## src/logic_cell_defines.vh

```
// Constants for the logic cell array: mode codes, chain geometry and reset values.
// Assumes it is included by the array module, the checker and the bench, by its bare name.
`ifndef LOGIC_CELL_DEFINES_VH
`define LOGIC_CELL_DEFINES_VH
`define MODE_W          2
`define MODE_NORMAL     2'h0
`define MODE_ARITH      2'h1
`define MODE_UPDOWN     2'h2
`define MODE_CLRCNT     2'h3
`define ADD_BITS        8
`define CELLS_PER_GROUP 8
`define GROUPS_PER_ROW  4
`define GROUP_INPUTS    32
`define CASC_AND        1'h0
`define CASC_OR         1'h1
`define CELL_RESET      1'h0
`endif

```

## src/logic_cell_array.v

```verilog
// One row of logic cells: a carry-chained bank for adders and counters and cascade chains over groups.
// Assumes a single fabric clock; all inputs come from logic on that clock, so no synchronisers are used.
`include "logic_cell_defines.vh"
module logic_cell_array (
    input  wire                          CLK,
    input  wire                          NRST,
    input  wire [`MODE_W-1:0]            MODE,
    input  wire                          REG_BYPASS,
    input  wire                          CE_FROM_FIRST_DATA_INPUT,
    input  wire                          CLR,
    input  wire                          PRESET,
    input  wire [`ADD_BITS-1:0]          OPERAND_A,
    input  wire [`ADD_BITS-1:0]          OPERAND_B,
    input  wire [`ADD_BITS-1:0]          FIRST_DATA_INPUT,
    input  wire                          CARRY_IN,
    input  wire                          COUNT_UP,
    input  wire [`ADD_BITS-1:0]          LOAD_VALUE,
    input  wire                          LOAD,
    input  wire                          CASC_OP,
    input  wire [`GROUP_INPUTS*`GROUPS_PER_ROW-1:0] CASC_DATA,
    input  wire [`GROUPS_PER_ROW*`CELLS_PER_GROUP-1:0] CASC_LUT_MASK,
    output reg  [`ADD_BITS-1:0]          CELL_OUT,
    output reg                           CARRY_CELL_OUT,
    output reg                           CASC_LEFT_EVEN,
    output reg                           CASC_LEFT_ODD,
    output reg                           CASC_RIGHT_EVEN,
    output reg                           CASC_RIGHT_ODD
);
    localparam NB = `ADD_BITS;
    localparam NC = `CELLS_PER_GROUP;
    localparam NG = `GROUPS_PER_ROW;
    localparam HALF = NG / 2;

    // Per-cell table: a 4-input function, here the AND of the inputs masked by a per-cell enable.
    // Leaving a cell masked makes it transparent to the chain, so short functions need no padding.
    function cell_lut;
        input [3:0] d;
        input       en;
        begin
            cell_lut = en ? (&d) : 1'b1;
        end
    endfunction

    // The adder output skips the register only in arithmetic mode with the bypass set.
    function is_bypass;
        input [`MODE_W-1:0] m;
        input               byp;
        begin
            is_bypass = (m == `MODE_ARITH) && byp;
        end
    endfunction

    // The first two groups of each half start a fresh chain, so nothing crosses the memory.
    function starts_chain;
        input integer g;
        begin
            starts_chain = (g < 2) || (g == HALF) || (g == HALF + 1);
        end
    endfunction

    // Full-adder cell: sum and carry from the two operand bits and the incoming carry.
    function [1:0] sum_carry;
        input a;
        input b;
        input c;
        reg   s;
        reg   co;
        begin
            s = a ^ b ^ c;
            co = (a & b) | (a & c) | (b & c);
            sum_carry = {co, s};
        end
    endfunction

    reg  [NB-1:0] flop_q;
    reg  [NB-1:0] flop_d;
    reg           carry_q;
    wire [NB:0]   carry;
    wire [NB-1:0] sum;
    reg  [NB-1:0] opnd_b;
    reg           carry_first;
    wire [NB-1:0] ce;

    localparam [NB-1:0] STEP_ONE = {{(NB-1){1'b0}}, 1'b1};

    // In counter modes the second operand is a fixed step and the first comes from the flop feedback.
    always @*
    begin
        carry_first = 1'b0;
        opnd_b = OPERAND_B;
        case (MODE)
            `MODE_NORMAL:
            begin
                carry_first = 1'b0;
                opnd_b = OPERAND_B;
            end
            `MODE_ARITH:
            begin
                carry_first = CARRY_IN;
                opnd_b = OPERAND_B;
            end
            `MODE_UPDOWN:
            begin
                carry_first = 1'b0;
                opnd_b = COUNT_UP ? STEP_ONE : {NB{1'b1}};
            end
            `MODE_CLRCNT:
            begin
                carry_first = 1'b0;
                opnd_b = STEP_ONE;
            end
            default:
            begin
                carry_first = 1'b0;
                opnd_b = OPERAND_B;
            end
        endcase
    end

    assign carry[0] = carry_first;

    genvar i;
    generate
        for (i = 0; i < NB; i = i + 1)
        begin : g_bit
            wire [1:0] sc;
            reg        a_in;
            reg        ce_bit;
            // Arithmetic mode with the register in the path is an accumulator.
            always @*
            begin
                if (is_bypass(MODE, REG_BYPASS))
                    a_in = OPERAND_A[i];
                else if (MODE == `MODE_NORMAL)
                    a_in = OPERAND_A[i];
                else
                    a_in = flop_q[i];
            end
            assign sc = sum_carry(a_in, opnd_b[i], carry[i]);
            assign sum[i] = sc[0];
            assign carry[i+1] = sc[1];
            always @*
            begin
                if (CE_FROM_FIRST_DATA_INPUT)
                    ce_bit = FIRST_DATA_INPUT[i];
                else
                    ce_bit = 1'b1;
            end
            assign ce[i] = ce_bit;
        end
    endgenerate

    always @*
    begin
        flop_d = flop_q;
        case (MODE)
            `MODE_NORMAL:
            begin
                flop_d = OPERAND_A & OPERAND_B;
            end
            `MODE_ARITH:
            begin
                flop_d = sum;
            end
            `MODE_UPDOWN, `MODE_CLRCNT:
            begin
                if (LOAD)
                    flop_d = LOAD_VALUE;
                else
                    flop_d = sum;
            end
            default:
            begin
                flop_d = flop_q;
            end
        endcase
    end

    generate
        for (i = 0; i < NB; i = i + 1)
        begin : g_flop
            // Clear outranks preset; both act even while the enable is low.
            always @(posedge CLK)
            begin
                if (!NRST)
                    flop_q[i] <= `CELL_RESET;
                else if (CLR)
                    flop_q[i] <= 1'b0;
                else if (PRESET)
                    flop_q[i] <= 1'b1;
                else if (ce[i])
                    flop_q[i] <= flop_d[i];
                else
                    flop_q[i] <= flop_q[i];
            end
        end
    endgenerate

    // The extra cell that turns the last carry into an ordinary signal: NB bit cells plus this one.
    always @(posedge CLK)
    begin
        if (!NRST)
            carry_q <= `CELL_RESET;
        else
            carry_q <= carry[NB];
    end

    // Top-module outputs are registered, so the bypassed sum appears one edge later and the carry cell output two edges later.
    always @(posedge CLK)
    begin
        if (!NRST)
            CELL_OUT <= {NB{1'b0}};
        else if (is_bypass(MODE, REG_BYPASS))
            CELL_OUT <= sum;
        else
            CELL_OUT <= flop_q;
    end

    always @(posedge CLK)
    begin
        if (!NRST)
            CARRY_CELL_OUT <= 1'b0;
        else
            CARRY_CELL_OUT <= carry_q;
    end

    // Cascade: each group runs an eight-cell serial chain, four inputs per cell.
    wire [NG-1:0] grp_out;
    wire [NG-1:0] grp_in;
    generate
        for (i = 0; i < NG; i = i + 1)
        begin : g_group
            wire [NC:0] link;
            genvar k;
            assign link[0] = grp_in[i];
            for (k = 0; k < NC; k = k + 1)
            begin : g_cell
                wire [3:0] d;
                wire       lut;
                // OR is built as AND of inverted inputs with an inverted result.
                assign d = CASC_DATA[i*`GROUP_INPUTS+k*4 +: 4] ^ {4{CASC_OP}};
                assign lut = cell_lut(d, CASC_LUT_MASK[i*NC+k]);
                assign link[k+1] = link[k] & lut;
            end
            assign grp_out[i] = link[NC];
            // A chain longer than one group enters from two groups back, same parity.
            // Groups nearest the middle start fresh, so no chain crosses the memory.
            if (starts_chain(i))
            begin : g_start
                assign grp_in[i] = 1'b1;
            end
            else
            begin : g_link
                assign grp_in[i] = grp_out[i-2];
            end
        end
    endgenerate

    always @(posedge CLK)
    begin
        if (!NRST)
            CASC_LEFT_EVEN <= 1'b0;
        else
            CASC_LEFT_EVEN <= grp_out[HALF-2] ^ CASC_OP;
    end

    always @(posedge CLK)
    begin
        if (!NRST)
            CASC_LEFT_ODD <= 1'b0;
        else
            CASC_LEFT_ODD <= grp_out[HALF-1] ^ CASC_OP;
    end

    always @(posedge CLK)
    begin
        if (!NRST)
            CASC_RIGHT_EVEN <= 1'b0;
        else
            CASC_RIGHT_EVEN <= grp_out[NG-2] ^ CASC_OP;
    end

    always @(posedge CLK)
    begin
        if (!NRST)
            CASC_RIGHT_ODD <= 1'b0;
        else
            CASC_RIGHT_ODD <= grp_out[NG-1] ^ CASC_OP;
    end
endmodule

```

## config.mk

```make
export PLATFORM = sky130hd
export DESIGN_NAME = logic_cell_array
export DESIGN_NICKNAME = d
export VERILOG_FILES = /design/src/logic_cell_array.v
export VERILOG_INCLUDE_DIRS = /design/src
export SDC_FILE = /design/constraint.sdc
export NUM_CORES = 1
export LEC_CHECK = 0
export BUFFER_PORTS_ARGS = -buffer_cell sky130_fd_sc_hd__buf_4
export CAP_MARGIN = 20
export CORE_MARGIN = 2
export CORE_UTILIZATION = 39
export CTS_CLUSTER_DIAMETER = 150
export CTS_CLUSTER_SIZE = 40
export DETAILED_ROUTE_END_ITERATION = 6
export PLACE_DENSITY = 0.83
export SLEW_MARGIN = 20
export SYNTH_ARGS = -nofsm -noshare
export SYNTH_HDL_FRONTEND = slang
export SYNTH_SLANG_ARGS = --single-unit
```

## constraint.sdc

```tcl
create_clock -name CLK -period 7.9 [get_ports CLK]
set_input_delay 1.185 -clock CLK [delete_from_list [all_inputs] [get_ports CLK]]
set_output_delay 1.185 -clock CLK [all_outputs]
set_load 0.02 [all_outputs]
```

# Word level (Yosys, flattened, before mapping)
# Index checks and enable logic that the tools add are counted.
# Widths: inputs -> output; s select.
# classes
eq_ne	3
muxes	78
bitwise	122
n_reduce_logical	46
# ops
op	count
$reduce_and 4->1	32
$xor 4x4->4	32
$mux 1	72
$and 1x1->1	52
$pmux 8 s3	2
$mux 8	3
$xor 1x1->1	20
$or 1x1->1	16
$reduce_bool 2->1	8
$and 8x8->8	1
$reduce_or 2->1	3
$eq 2x2->1 const B	2
$reduce_or 3->1	1
$eq 2x1->1 const B	1
$logic_not 2->1	1
$pmux 1 s2	1
$logic_and 1x1->1	1
$not 1->1	1
# word_totals
ff_bits	22
out_inout_bits	13
in_bits	204

# Logic depth before layout (Yosys ltp)
# Gate-level depths: netlist of run 1.
# logic_depth
ltp_word	29
ltp_mapped	16

# Least setup slack after synthesis of run 1
# Ideal clock, no wire load.
# synth_timing
kind	input port to flip-flop
from	in MODE[1]
to	reg flop_q[7]
setup_slack_ns	1.209
n_path_buf	2
arrival_ns	6.567
path_stages	16
path_cell_list	clkbuf_1 > buf_1 > a21oi_1 > mux2_2 > fa_1 > fa_1 > fa_1 > fa_1 > fa_1 > fa_1 > fa_1 > fa_1 > a21oi_1 > a222oi_1 > a311oi_1 > nor2_1
# synth_between
elab_chain_cells	29
# synth_lines
element	line_no	source
from (decl)	logic_cell_array.v:7	input wire [`MODE_W-1:0] MODE,
$eq 2x2->1, or another cell as far along	logic_cell_array.v:91, logic_cell_array.v:156	
$reduce_or 3->1 (no source line), or another cell as far along	n/a	
$pmux 1 s2, or another cell as far along	logic_cell_array.v:91	case (MODE)
$and 1x1->1	logic_cell_array.v:70	co = (a & b) | (a & c) | (b & c);
$or 1x1->1 (2 in a row)	logic_cell_array.v:70	
$and 1x1->1	logic_cell_array.v:70	
$or 1x1->1 (2 in a row)	logic_cell_array.v:70	
$and 1x1->1	logic_cell_array.v:70	
(+9 left out)	n/a	
$or 1x1->1 (2 in a row)	logic_cell_array.v:70	
$and 1x1->1	logic_cell_array.v:70	
$or 1x1->1 (2 in a row)	logic_cell_array.v:70	
$xor 1x1->1	logic_cell_array.v:69	s = a ^ b ^ c;
$mux 8	logic_cell_array.v:167	if (LOAD)
$pmux 8 s3 (*)	logic_cell_array.v:156	case (MODE)
$mux 1 (*)	logic_cell_array.v:191	else if (ce[i])
$mux 1 (*)	logic_cell_array.v:189	else if (PRESET)
to (signal, indexed assignment)	logic_cell_array.v:186	flop_q[i] <= `CELL_RESET;
to (signal, indexed assignment)	logic_cell_array.v:192	flop_q[i] <= flop_d[i];
to (signal, indexed assignment)	logic_cell_array.v:194	flop_q[i] <= flop_q[i];
to (decl)	logic_cell_array.v:75	reg [NB-1:0] flop_q;
# Every way passes the cells marked *; elsewhere a longest branch is shown, timed or not. The select of a mux whose other input is x is not followed.
# A chain may end at the register's enable or synchronous reset.

# Worst setup path after layout of run 1
# Same ends and word-level chain as after synthesis.

==> results of run 1 <==
-- final timing paths --
check,start,end,cells after the start
worst max register to register,flop_q[0],flop_q[7],13
worst min register to register,carry_q,CARRY_CELL_OUT,1
worst max-delay path,MODE[1],flop_q[7],16
worst min-delay path,carry_q,CARRY_CELL_OUT,1
-- Yosys cell counts (all sizes together) (2+ instances only) --
cell and number:
nand2 61, nor4 33, nand2b 32, o31ai 30
dfxtp 22, mux2i 21, inv 16, o22ai 15
nor2 10, a21oi 9, buf 9, clkbuf 9
nand3b 9, nor2b 9, a222oi 8, a311oi 8
fa 8, mux2 8, o21ai 7, and2 2
-- worst max-delay path, cell delays in order --
cell	delay, ns
buf_4	0.19
a21oi_1	0.14
buf_4	0.18
mux2_2	0.36
fa_1	0.41
fa_1	0.47
fa_1	0.48
fa_1	0.46
fa_1	0.46
fa_1	0.47
fa_1	0.46
fa_1	0.53
a21oi_1	0.16
a222oi_1	0.09
a311oi_1	0.26
nor2_1	0.06
-- cell type report --
type                       count  area (µm²)  share of cell area
tap                           77        96.3              0.0230
inverter                      16        60.1              0.0143
timing repair buffer         217        1630               0.388
clock inverter                 1        30.0             0.00716
clock buffer                   3        41.3             0.00984
sequential                    22         440               0.105
multi-input combinational    279        1900               0.452
-- routing by layer --
metal	vias up	GRT usage	routed length [µm]
met4	0	0.103	342
met1	1560	0.329	3950
met2	172	0.500	4990
met5	-	0	0
li1	1667	-	-
met3	28	0.0356	686
-- cells by family after synthesis --
logic type | synth area share
flip-flops | 0.178
AND/OR/NAND/NOR | 0.354
adder cells (fa/ha/maj) | 0.0647
AO/OA/AOI/OAI | 0.226
multiplexers | 0.121
buffers and inverters | 0.0556
-- cells in the final DEF, fill, tap and decap left out, drive strengths merged --
cell type / n
nand3: 1
buf: 217
clkbuf: 3
and4b: 1
fa: 8
nor4b: 1
nand2: 61
nand3b: 9
a311oi: 8
inv: 16
and3b: 1
a32o: 1
o21ai: 7
mux2i: 21
nor2b: 9
mux2: 8
o31ai: 30
or3b: 1
bufinv: 1
dfxtp: 22
o22ai: 15
nor4: 33
a21oi: 9
and2: 2
a222oi: 8
nand4: 1
nand2b: 32
or2: 1
nor2: 10
or4: 1
-- state kept, by name, summed over array words and instances (netlist names) --
signal	count
CARRY_CELL_OUT	1
CASC_LEFT_EVEN	1
CASC_LEFT_ODD	1
CASC_RIGHT_EVEN	1
CASC_RIGHT_ODD	1
CELL_OUT	8
carry_q	1
flop_q	8
-- power groups by stage --
stage | sequential, mW | clock, mW | combinational, mW
after CTS | 0.121 | 0.105 | 0.199
after global placement | 0.124 | 0 | 0.192
after floorplan | 0.128 | 0 | 0.0847
after global routing | 0.122 | 0.111 | 0.218
after detailed placement | 0.124 | 0 | 0.198
final | 0.121 | 0.104 | 0.200
-- per-stage QoR --
stage               setup WS (ns)  hold WS, ns
floorplan                    1.21        0.412
global placement             1.45        0.428
detailed placement           1.39        0.425
CTS                          1.65        0.446
global route                 1.51        0.471
finish                       1.68        0.442
==> summary.txt, run 1 <==
STA
  – Max-slew violations: 0
  – Final setup fails: 0
  – Final Hold Viols: 0
  – Worst Tran Pin Value: ~0.63 ns
  – Final cycle utilization of the critical path: 0.787
  – Min Tclk post-route: 6.22 ns
  – Final setup TNS: 0 ns
  – F_max: 0.161 GHz
  – Final Skew: between 0.005 and 0.006 ns
  – Rel. slew slack: 0.581
  – RSZ-0062 raised after global routing: false

GRT
  – Pin count of the biggest net entering global routing: 67
  – Vias in the first global route: approximately 3400
  – Total congestion overflow: 0
  – Antenna violations before repair: 0
  – Global Route Usage Sum: 0.276
  – Global-route wire length before repair: 16.0 mm

Pwr
  – Internal Pwr Total: ~0.3 mW
  – Clock share of power: 0.245
  – PD cells: 101 nW/µm²
  – Comb pwr share: 0.469
  – Switching Share: 0.294
  – LEAKAGE: 2.00 nW
  – Peak VDD IR: 89.7 µV
  – Total Power: approximately 0.43 mW
  – NetSw: 0.125 mW
  – Sequential share of power: 0.286

Worst setup path
  – CP Class: in2reg
  – Arrival time worst endpoint: 6.37 ns
  – Critical path launch point type: primary input
  – CP required: 8.05 ns
  – CP endpoint kind: register
  – R2R setup slack: 2.87 ns
  – Worst-path maximum fanout: 28

Detailed routing
  – DR vias/cell: 5.57
  – Vias: 3427
  – Final ANT Viol Nets: 0
  – Residual DRC count: 0
  – Initial drt markers: 177
  – Detailed Routing Iterations Pass 1: 6
  – Routed len/inst: 16.2 µm
  – Routed wire length: between 9 and 10 mm

Place
  – Dpl cells: roughly 610
  – GPL Wtd Cong: 0.914
  – Dpl hpwl: 8.49 mm
  – Buffers on Ports: 216
  – Placed cell area: 4120 µm²

Clock network
  – Setup bufs post-CTS: 0
  – CTS tree: built
  – H-tree depth: 1
  – Worst-Skew Late Latency: 0.27 ns
  – Clk pin slew, worst setup/hold paths: 0.07 ns
  – Maximum root-to-sink buffer count: 2
  – PostCTS Resize Cnt: 0
  – CTS Sinks: 22
  – TritonCTS Buffers: 3
  – Hold_buf cts: 0
  – Clk root buf: clkbuf_8

Floorplan
  – Core ar.: about 6200 µm²
  – IO Pins: 217
  – Initial Utilization: 0.397
  – Die width: 83.7 µm
  – Die ar.: between 6000 and 7000 µm²
  – FP Rows: 29
  – Chip height: roughly 84 µm

Finish
  – Layout cell share with drive strength beyond 1: 0.431
  – Fin util: 0.672
  – Post-Layout Inst Area: 4190 µm²
  – Final cell count without fillers: 615
  – # fillers: roughly 520
  – Antenna cells: 0
  – Final Net Count: 751
  – Area delta synth->final: 69.5%

Yosys
  – Share of the synthesized area in the top cell type: 0.178
  – Post-synthesis register bit count: 22
  – Syn avg cell area: 7.39 µm²
  – Syn Std Cell Area: 2470 µm²
  – Synth Net Count: 547
  – Synth top area cells: dfxtp_1 18%, nand2_1 9.3%, o31ai_1 9.1%
  – Area leader, netlist: dfxtp_1
  – Synth Instances: 335
  – Ys async rst share: 0
  – Number of warnings issued by yosys: 0
  – Register area share after synthesis: 0.178
  – Number of flops mapped to enable cells by yosys: 0
  – Most used DFF post-synth: dfxtp_1
  – Cell variety after synth: 31

Min path
  – Min-delay worst type: reg2reg

Run status
  – Status: finished clean

Flow run
  – Max cap viols: 0
Note: power is estimated with default switching activity, not from simulation.
==> inputs of run 2 (changes only) <==
--- a/config.mk
+++ b/config.mk
@@ -6,14 +6,15 @@
 export SDC_FILE = /design/constraint.sdc
 export NUM_CORES = 1
 export LEC_CHECK = 0
+export ABC_AREA = 1
 export BUFFER_PORTS_ARGS = -buffer_cell sky130_fd_sc_hd__buf_4
 export CAP_MARGIN = 20
 export CORE_MARGIN = 2
-export CORE_UTILIZATION = 39
+export CORE_UTILIZATION = 37
 export CTS_CLUSTER_DIAMETER = 150
 export CTS_CLUSTER_SIZE = 40
 export DETAILED_ROUTE_END_ITERATION = 6
-export PLACE_DENSITY = 0.83
+export PLACE_DENSITY = 0.78
 export SLEW_MARGIN = 20
 export SYNTH_ARGS = -nofsm -noshare
 export SYNTH_HDL_FRONTEND = slang
==> constraint.sdc (replaced) <==
create_clock -name CLK -period 5.6 [get_ports CLK]
set_input_delay 0.84 -clock CLK [delete_from_list [all_inputs] [get_ports CLK]]
set_output_delay 0.84 -clock CLK [all_outputs]
set_load 0.02 [all_outputs]
==> run 2 against run 1 <==
Critical path depth rose by 4. Global-route usage fell by 1.4 points. Non-clock buffer count rose by 5. First-iteration DRC count rose by 4.0%. Routed wire length rose by 14%. Via count rose by 21%. Utilization fell by 4.9 points. Clock skew fell by 0.0010 ns. Critical endpoint unchanged. Largest power group unchanged. Highest routed layer unchanged.
==> summary.txt, run 2 <==
Flow run
  – Max cap viols: 0

Worst setup path
  – R2R setup slack: 0.86 ns
  – Worst-path maximum fanout: 8
  – CP endpoint kind: register
  – Reg-to-Reg Start: flop_q[0]
  – Critical path launch point type: primary input
  – Arrival time worst endpoint: 5.55 ns
  – CP required: roughly 5.8 ns
  – Critical path's top delay family: adder cells
  – Crit. Startpoint: MODE[1]
  – Reg-to-reg critical path endpoint: flop_q[7]
  – CP max stage cell: fa_1
  – CP Class: in2reg
  – Slowest stage delay, CP: 0.49 ns
  – Stages on worst setup path: 20
  – Critical Path Sink: flop_q[7]
  – Most used cell, CP: fa_1
  – Crit-path cells: buf_4 -> inv_2 -> nand2_2 -> inv_4 -> nand2_4 -> o21ai_4 -> nand2_1 -> o21ai_1 -> fa_1 -> fa_1 -> fa_1 -> fa_1 -> fa_1 -> fa_1 -> fa_2 -> fa_1 -> inv_1 -> o21ai_1 -> a31oi_1 -> a31oi_1
  – Worst R2R Path Depth: 14
  – CP Buf/Inv Count: 4

STA
  – Final setup fails: 0
  – Fin worst setup slack: 0.204 ns
  – Final setup TNS: 0 ns
  – Final Hold Viols: 0
  – Min Tclk post-route: 5.40 ns
  – Final Skew: 0.00438 ns
  – Final cycle utilization of the critical path: 0.964
  – RSZ-0062 raised after global routing: false
  – Worst Tran Pin Value: roughly 0.58 ns
  – F_max: 0.185 GHz
  – Rel. slew slack: 0.615
  – Max-slew violations: 0

Detailed routing
  – Detailed Routing Iterations Pass 1: 5
  – Routed len/inst: about 13 µm
  – Highest metal used: met4
  – DR vias/cell: 4.92
  – Initial drt markers: 184
  – Residual DRC count: 0
  – Final ANT Viol Nets: 0
  – Met2 Wirelength: 5.87 mm
  – Routed wl met3: slightly below 900 µm
  – Vias: 4151
  – Routed wire length: 11.4 mm
  – Metal1 wirelength: ~4.3 mm

Clock network
  – CTS tree: built
  – Clk pin slew, worst setup/hold paths: 0.08 ns
  – Worst-Skew Late Latency: 0.27 ns
  – Maximum root-to-sink buffer count: 2
  – CTS Sinks: 22
  – TritonCTS Buffers: 3
  – H-tree depth: 1
  – Clk root buf: clkbuf_8

Yosys
  – Synth top cells by count: 139 x nor2_1, 108 x nand2_1, 82 x nand3_1
  – Syn Std Cell Area: 2820 µm²
  – Register area share after synthesis: 0.156
  – Area leader, netlist: nor2_1
  – Synth Instances: between 500 and 600
  – Syn avg cell area: 5.30 µm²
  – Number of warnings issued by yosys: 0
  – Cell variety after synth: 25
  – Share of the synthesized area in the top cell type: 0.185
  – Most used DFF post-synth: dfxtp_1
  – Dominant cell by count in the synthesized netlist: nor2_1
  – Post-synthesis register bit count: 22
  – Number of flops mapped to enable cells by yosys: 0
  – Ys async rst share: 0
  – Synth Net Count: 745
  – Synth top area cells: nor2_1 18%, dfxtp_1 16%, nand3_1 15%

Finish
  – Area delta synth->final: 61.9%
  – Most common cell after layout, fill and taps aside: buf_4
  – Layout cell share with drive strength beyond 1: 0.330
  – Antenna cells: 0
  – Largest registers: CELL_OUT: 8 flops, flop_q: 8 flops
  – Final Net Count: 958
  – Most frequent cells in the layout: 222 x buf_4, 139 x nor2_1, 108 x nand2_1
  – # fillers: approximately 700

GRT
  – Vias in the first global route: 4030
  – Total congestion overflow: 0
  – Pin count of the biggest net entering global routing: 42
  – Global Route Usage Sum: 0.261
  – Antenna violations before repair: 0
  – Global-route wire length before repair: approximately 18 mm

Pwr
  – Peak VDD IR: 89.3 µV
  – PD cells: between 100 and 150 nW/µm²
  – LEAKAGE: 2.47 nW

Floorplan
  – Die ar.: 8350 µm²
  – Initial Utilization: 0.385
  – Chip height: 91.4 µm
  – Core ar.: 7330 µm²
  – FP Rows: 31
  – IO Pins: 217
  – Die width: 91.4 µm

Place
  – Dpl hpwl: ~9.6 mm
  – GPL Wtd Cong: a little over 0.9
  – Buffers on Ports: 216
  – Placement Setup Slack: -0.116 ns

Min path
  – Min-delay worst type: reg2reg

Run status
  – Status: finished clean
-- run 2: cell types whose count changed in the layout (fill, tap and decap cells not counted), moves of 15 or more --
cell / change
inv_1: +61
mux2i_1: -21
nand2_1: +47
nand2b_1: -32
nand3_1: +81
nor2_1: +129
nor4_1: -33
o22ai_1: -15
o31ai_1: -30
-- run 2: kinds of logic (layout without fill, tap and decap cells) --
kind of cell,count (synthesis),after routing,share of synthesized area
compound gates,54,54,0.109
fa+ha+maj,8,8,0.0567
simple gates,353,353,0.529
flops,22,22,0.156
buf+inv,96,308,0.149
-- run 2: final cells by class --
class / count / area [µm²] / area share
clock buffer: 4 / 55.1 / 0.0120
inverter: 82 / 313 / 0.0684
multi-input combinational: 415 / 1970 / 0.431
sequential: 22 / 440 / 0.0964
tap: 99 / 124 / 0.0271
timing repair buffer: 222 / 1670 / 0.365
-- run 2: through the flow --
step                utilization  hold WS, ns  total power [mW]  std cells  cell area (µm²)
floorplan                     -        0.390             0.318        533             2840
global placement          0.616        0.409             0.467        840             4520
detailed placement        0.616        0.413             0.477        840             4520
CTS                       0.623        0.427             0.596        844             4570
global route              0.623        0.451             0.640        844             4570
finish                    0.623        0.424             0.596        844             4570
-- run 2: how the worst min path moves through the flow --
stage | startpoint | end | cells past startpoint
after floorplan | carry_q | CARRY_CELL_OUT | 2
after global placement | carry_q | CARRY_CELL_OUT | 2
after detailed placement | carry_q | CARRY_CELL_OUT | 2
after CTS | carry_q | CARRY_CELL_OUT | 2
after global routing | carry_q | CARRY_CELL_OUT | 2
final | carry_q | CARRY_CELL_OUT | 2
-- run 2: what timing repair did --
item                                    CTS  global route
buffers inserted                          0             0
hold buffers                              0             0
endpoints found under the setup margin    0             1
resized for setup                         0             1
hold endpoints to repair                  0             0
-- run 2: report_power, final --
part	switching [mW]	leakage (nW)	total, mW	internal, mW
registers	0.00374	0.182	0.170	0.166
logic	0.147	2.26	0.307	0.160
clock network	0.0559	0.0288	0.119	0.0629
total	0.206	2.47	0.596	0.389
-- run 2: layer usage --
metal	GRT usage	up-vias
met5	0	-
met4	0.0745	0
met3	0.0440	29
met2	0.488	178
met1	0.303	1844
li1	-	2100
-- run 2: worst reg2reg max path: stages (launching register included) --
cell	delay [ns]
dfxtp_1	0.32
inv_1	0.09
o21ai_1	0.09
fa_1	0.41
fa_1	0.48
fa_1	0.48
fa_1	0.46
fa_1	0.46
fa_1	0.47
fa_2	0.41
fa_1	0.49
inv_1	0.09
o21ai_1	0.08
a31oi_1	0.19
a31oi_1	0.10
==> inputs of run 3 (changes only) <==
--- a/config.mk
+++ b/config.mk
@@ -10,11 +10,11 @@
 export BUFFER_PORTS_ARGS = -buffer_cell sky130_fd_sc_hd__buf_4
 export CAP_MARGIN = 20
 export CORE_MARGIN = 2
-export CORE_UTILIZATION = 37
+export CORE_UTILIZATION = 40
 export CTS_CLUSTER_DIAMETER = 150
 export CTS_CLUSTER_SIZE = 40
 export DETAILED_ROUTE_END_ITERATION = 6
-export PLACE_DENSITY = 0.78
+export PLACE_DENSITY = 0.81
 export SLEW_MARGIN = 20
 export SYNTH_ARGS = -nofsm -noshare
 export SYNTH_HDL_FRONTEND = slang
==> constraint.sdc (replaced) <==
create_clock -name CLK -period 6.8 [get_ports CLK]
set_input_delay 1.02 -clock CLK [delete_from_list [all_inputs] [get_ports CLK]]
set_output_delay 1.02 -clock CLK [all_outputs]
set_load 0.02 [all_outputs]
==> run 3 against run 2 <==
Routed wire length decreased by 2.4%. Clock power increased by 3%. Non-clock buffer count decreased by 6. Setup slack improved by 0.55 ns. Highest routed layer unchanged. Power decreased by 14%. Register-to-register slack improved by 1.2 ns. Clock-buffer cell count decreased by 1. Sequential cell count unchanged. Utilization increased by 3.9 points. Critical path depth decreased by 1.
==> summary.txt, run 3 (same netlist as run 2, synthesis figures left out) <==
Finish
  – Antenna cells: 0
  – Area delta synth->final: 60.3%
  – Most common cell after layout, fill and taps aside: buf_4
  – Final Net Count: 952
  – Most frequent cells in the layout: 216 x buf_4, 139 x nor2_1, 108 x nand2_1
  – Largest registers: CELL_OUT: 8 flops, flop_q: 8 flops
  – Layout cell share with drive strength beyond 1: 0.323

STA
  – Min Tclk post-route: 6.05 ns
  – Final setup fails: 0
  – Worst Hold Slack: ~0.43 ns
  – Max-slew violations: 0
  – Final Skew: ~0.0017 ns
  – Rel. slew slack: 0.579
  – Final Hold Viols: 0
  – Final setup TNS: 0 ns
  – Final cycle utilization of the critical path: 0.890
  – F_max: 0.165 GHz
  – RSZ-0062 raised after global routing: false
  – Worst Tran Pin Value: ~0.63 ns

Worst setup path
  – R2R setup slack: about 2.1 ns
  – Reg-to-reg critical path endpoint: flop_q[7]
  – Crit. Startpoint: MODE[1]
  – Arrival time worst endpoint: 6.25 ns
  – CP required: 7.00 ns
  – Critical path launch point type: primary input
  – Critical Path Sink: flop_q[7]
  – Worst-path maximum fanout: 19
  – Worst R2R Path Depth: 14
  – CP endpoint kind: register
  – CP Class: in2reg
  – Reg-to-Reg Start: flop_q[0]

Clock network
  – Clk pin slew, worst setup/hold paths: 0.08 ns
  – Worst-Skew Late Latency: 0.26 ns
  – H-tree depth: 1
  – TritonCTS Buffers: 3
  – Setup bufs post-CTS: 0
  – PostCTS Resize Cnt: 0
  – CTS tree: built
  – Hold_buf cts: 0
  – Maximum root-to-sink buffer count: 2
  – Clk root buf: clkbuf_8
  – CTS Sinks: 22

Place
  – Buffers on Ports: 216
  – GPL Wtd Cong: 0.925
  – Dpl hpwl: 9.35 mm

GRT
  – Vias in the first global route: 3812
  – Global Route Usage Sum: 0.272
  – Total congestion overflow: 0
  – Antenna violations before repair: 0
  – Global-route wire length before repair: 16.8 mm
  – Pin count of the biggest net entering global routing: 42

Floorplan
  – Die width: 88.0 µm
  – FP Rows: 30
  – IO Pins: roughly 220
  – Core ar.: 6830 µm²
  – Initial Utilization: 0.413
  – Die ar.: ~7700 µm²
  – Chip height: 88.0 µm

Pwr
  – LEAKAGE: between 2 and 2.5 nW
  – PD cells: around 110 nW/µm²
  – Peak VDD IR: 80.9 µV

Detailed routing
  – Vias: approximately 4100
  – Final ANT Viol Nets: 0
  – Initial drt markers: 196
  – DR vias/cell: about 5
  – Routed wire length: 11.1 mm
  – Routed len/inst: between 10 and 15 µm
  – Detailed Routing Iterations Pass 1: 5
  – Residual DRC count: 0

Flow run
  – Max cap viols: 0

Min path
  – Min-delay worst type: reg2reg

Run status
  – Status: finished clean
[run 3: cell types whose count changed in the layout (fill, tap and decap cells not counted), sizes merged]
cell,delta
buf,-6
clkbuf,-1
bufinv,+1
[run 3: power breakdown]
| part | switching, mW | leakage, nW | internal, mW | total, mW |
|---|---|---|---|---|
| Sequential | 0.00336 | 0.182 | 0.137 | 0.140 |
| Clock | 0.0445 | 0.0357 | 0.0787 | 0.123 |
| Combinational | 0.118 | 2.23 | 0.128 | 0.246 |
[run 3: worst max-delay path: stages]
cell and delay [ns]:
buf_4 0.18, inv_2 0.08, nand2_2 0.06, inv_2 0.15, nand2_4 0.16, o21ai_2 0.29, o21ai_1 0.14, fa_1 0.42
fa_1 0.47, fa_1 0.46, fa_1 0.46, fa_1 0.46, fa_1 0.46, fa_1 0.47, fa_1 0.57, inv_1 0.06
o21ai_0 0.15, a31oi_1 0.06, a31oi_1 0.14
[run 3: per-layer routing]
metal | vias to the layer above | track usage | share of wire
li1 | 2092 | - | -
met1 | 1828 | 0.305 | 0.38
met2 | 172 | 0.504 | 0.50
met3 | 32 | 0.0528 | 0.082
met4 | 0 | 0.106 | 0.034
met5 | - | 0 | 0
[run 3: cell type report]
cell class                      count  area, µm²
Inverter                           82        310
Multi-Input combinational cell    415       1960
Timing Repair Buffer              216       1620
Clock buffer                        3       41.3
Clock inverter                      1       30.0
Tap cell                           96        120
Fill cell                         667       2310
Sequential cell                    22        440
[run 3: how the worst min path moves through the flow]
stage	cells past startpoint	from	end	slack, ns
after floorplan	2	carry_q	CARRY_CELL_OUT	0.39
after global placement	2	carry_q	CARRY_CELL_OUT	0.40
after detailed placement	2	carry_q	CARRY_CELL_OUT	0.41
after CTS	2	carry_q	CARRY_CELL_OUT	0.43
after global routing	2	carry_q	CARRY_CELL_OUT	0.45
final	2	carry_q	CARRY_CELL_OUT	0.43
[run 3: stage by stage]
| step | instance area (µm²) | utilization | power (mW) | std cells | setup slack, ns |
|---|---|---|---|---|---|
| floorplan | 2820 | - | 0.261 | 533 | 0.939 |
| global placement | 4450 | 0.652 | 0.382 | 831 | 0.569 |
| detailed placement | 4450 | 0.652 | 0.387 | 831 | 0.477 |
| CTS | 4530 | 0.662 | 0.511 | 835 | 0.772 |
| global route | 4530 | 0.662 | 0.543 | 835 | 0.528 |
| finish | 4530 | 0.662 | 0.510 | 835 | 0.751 |
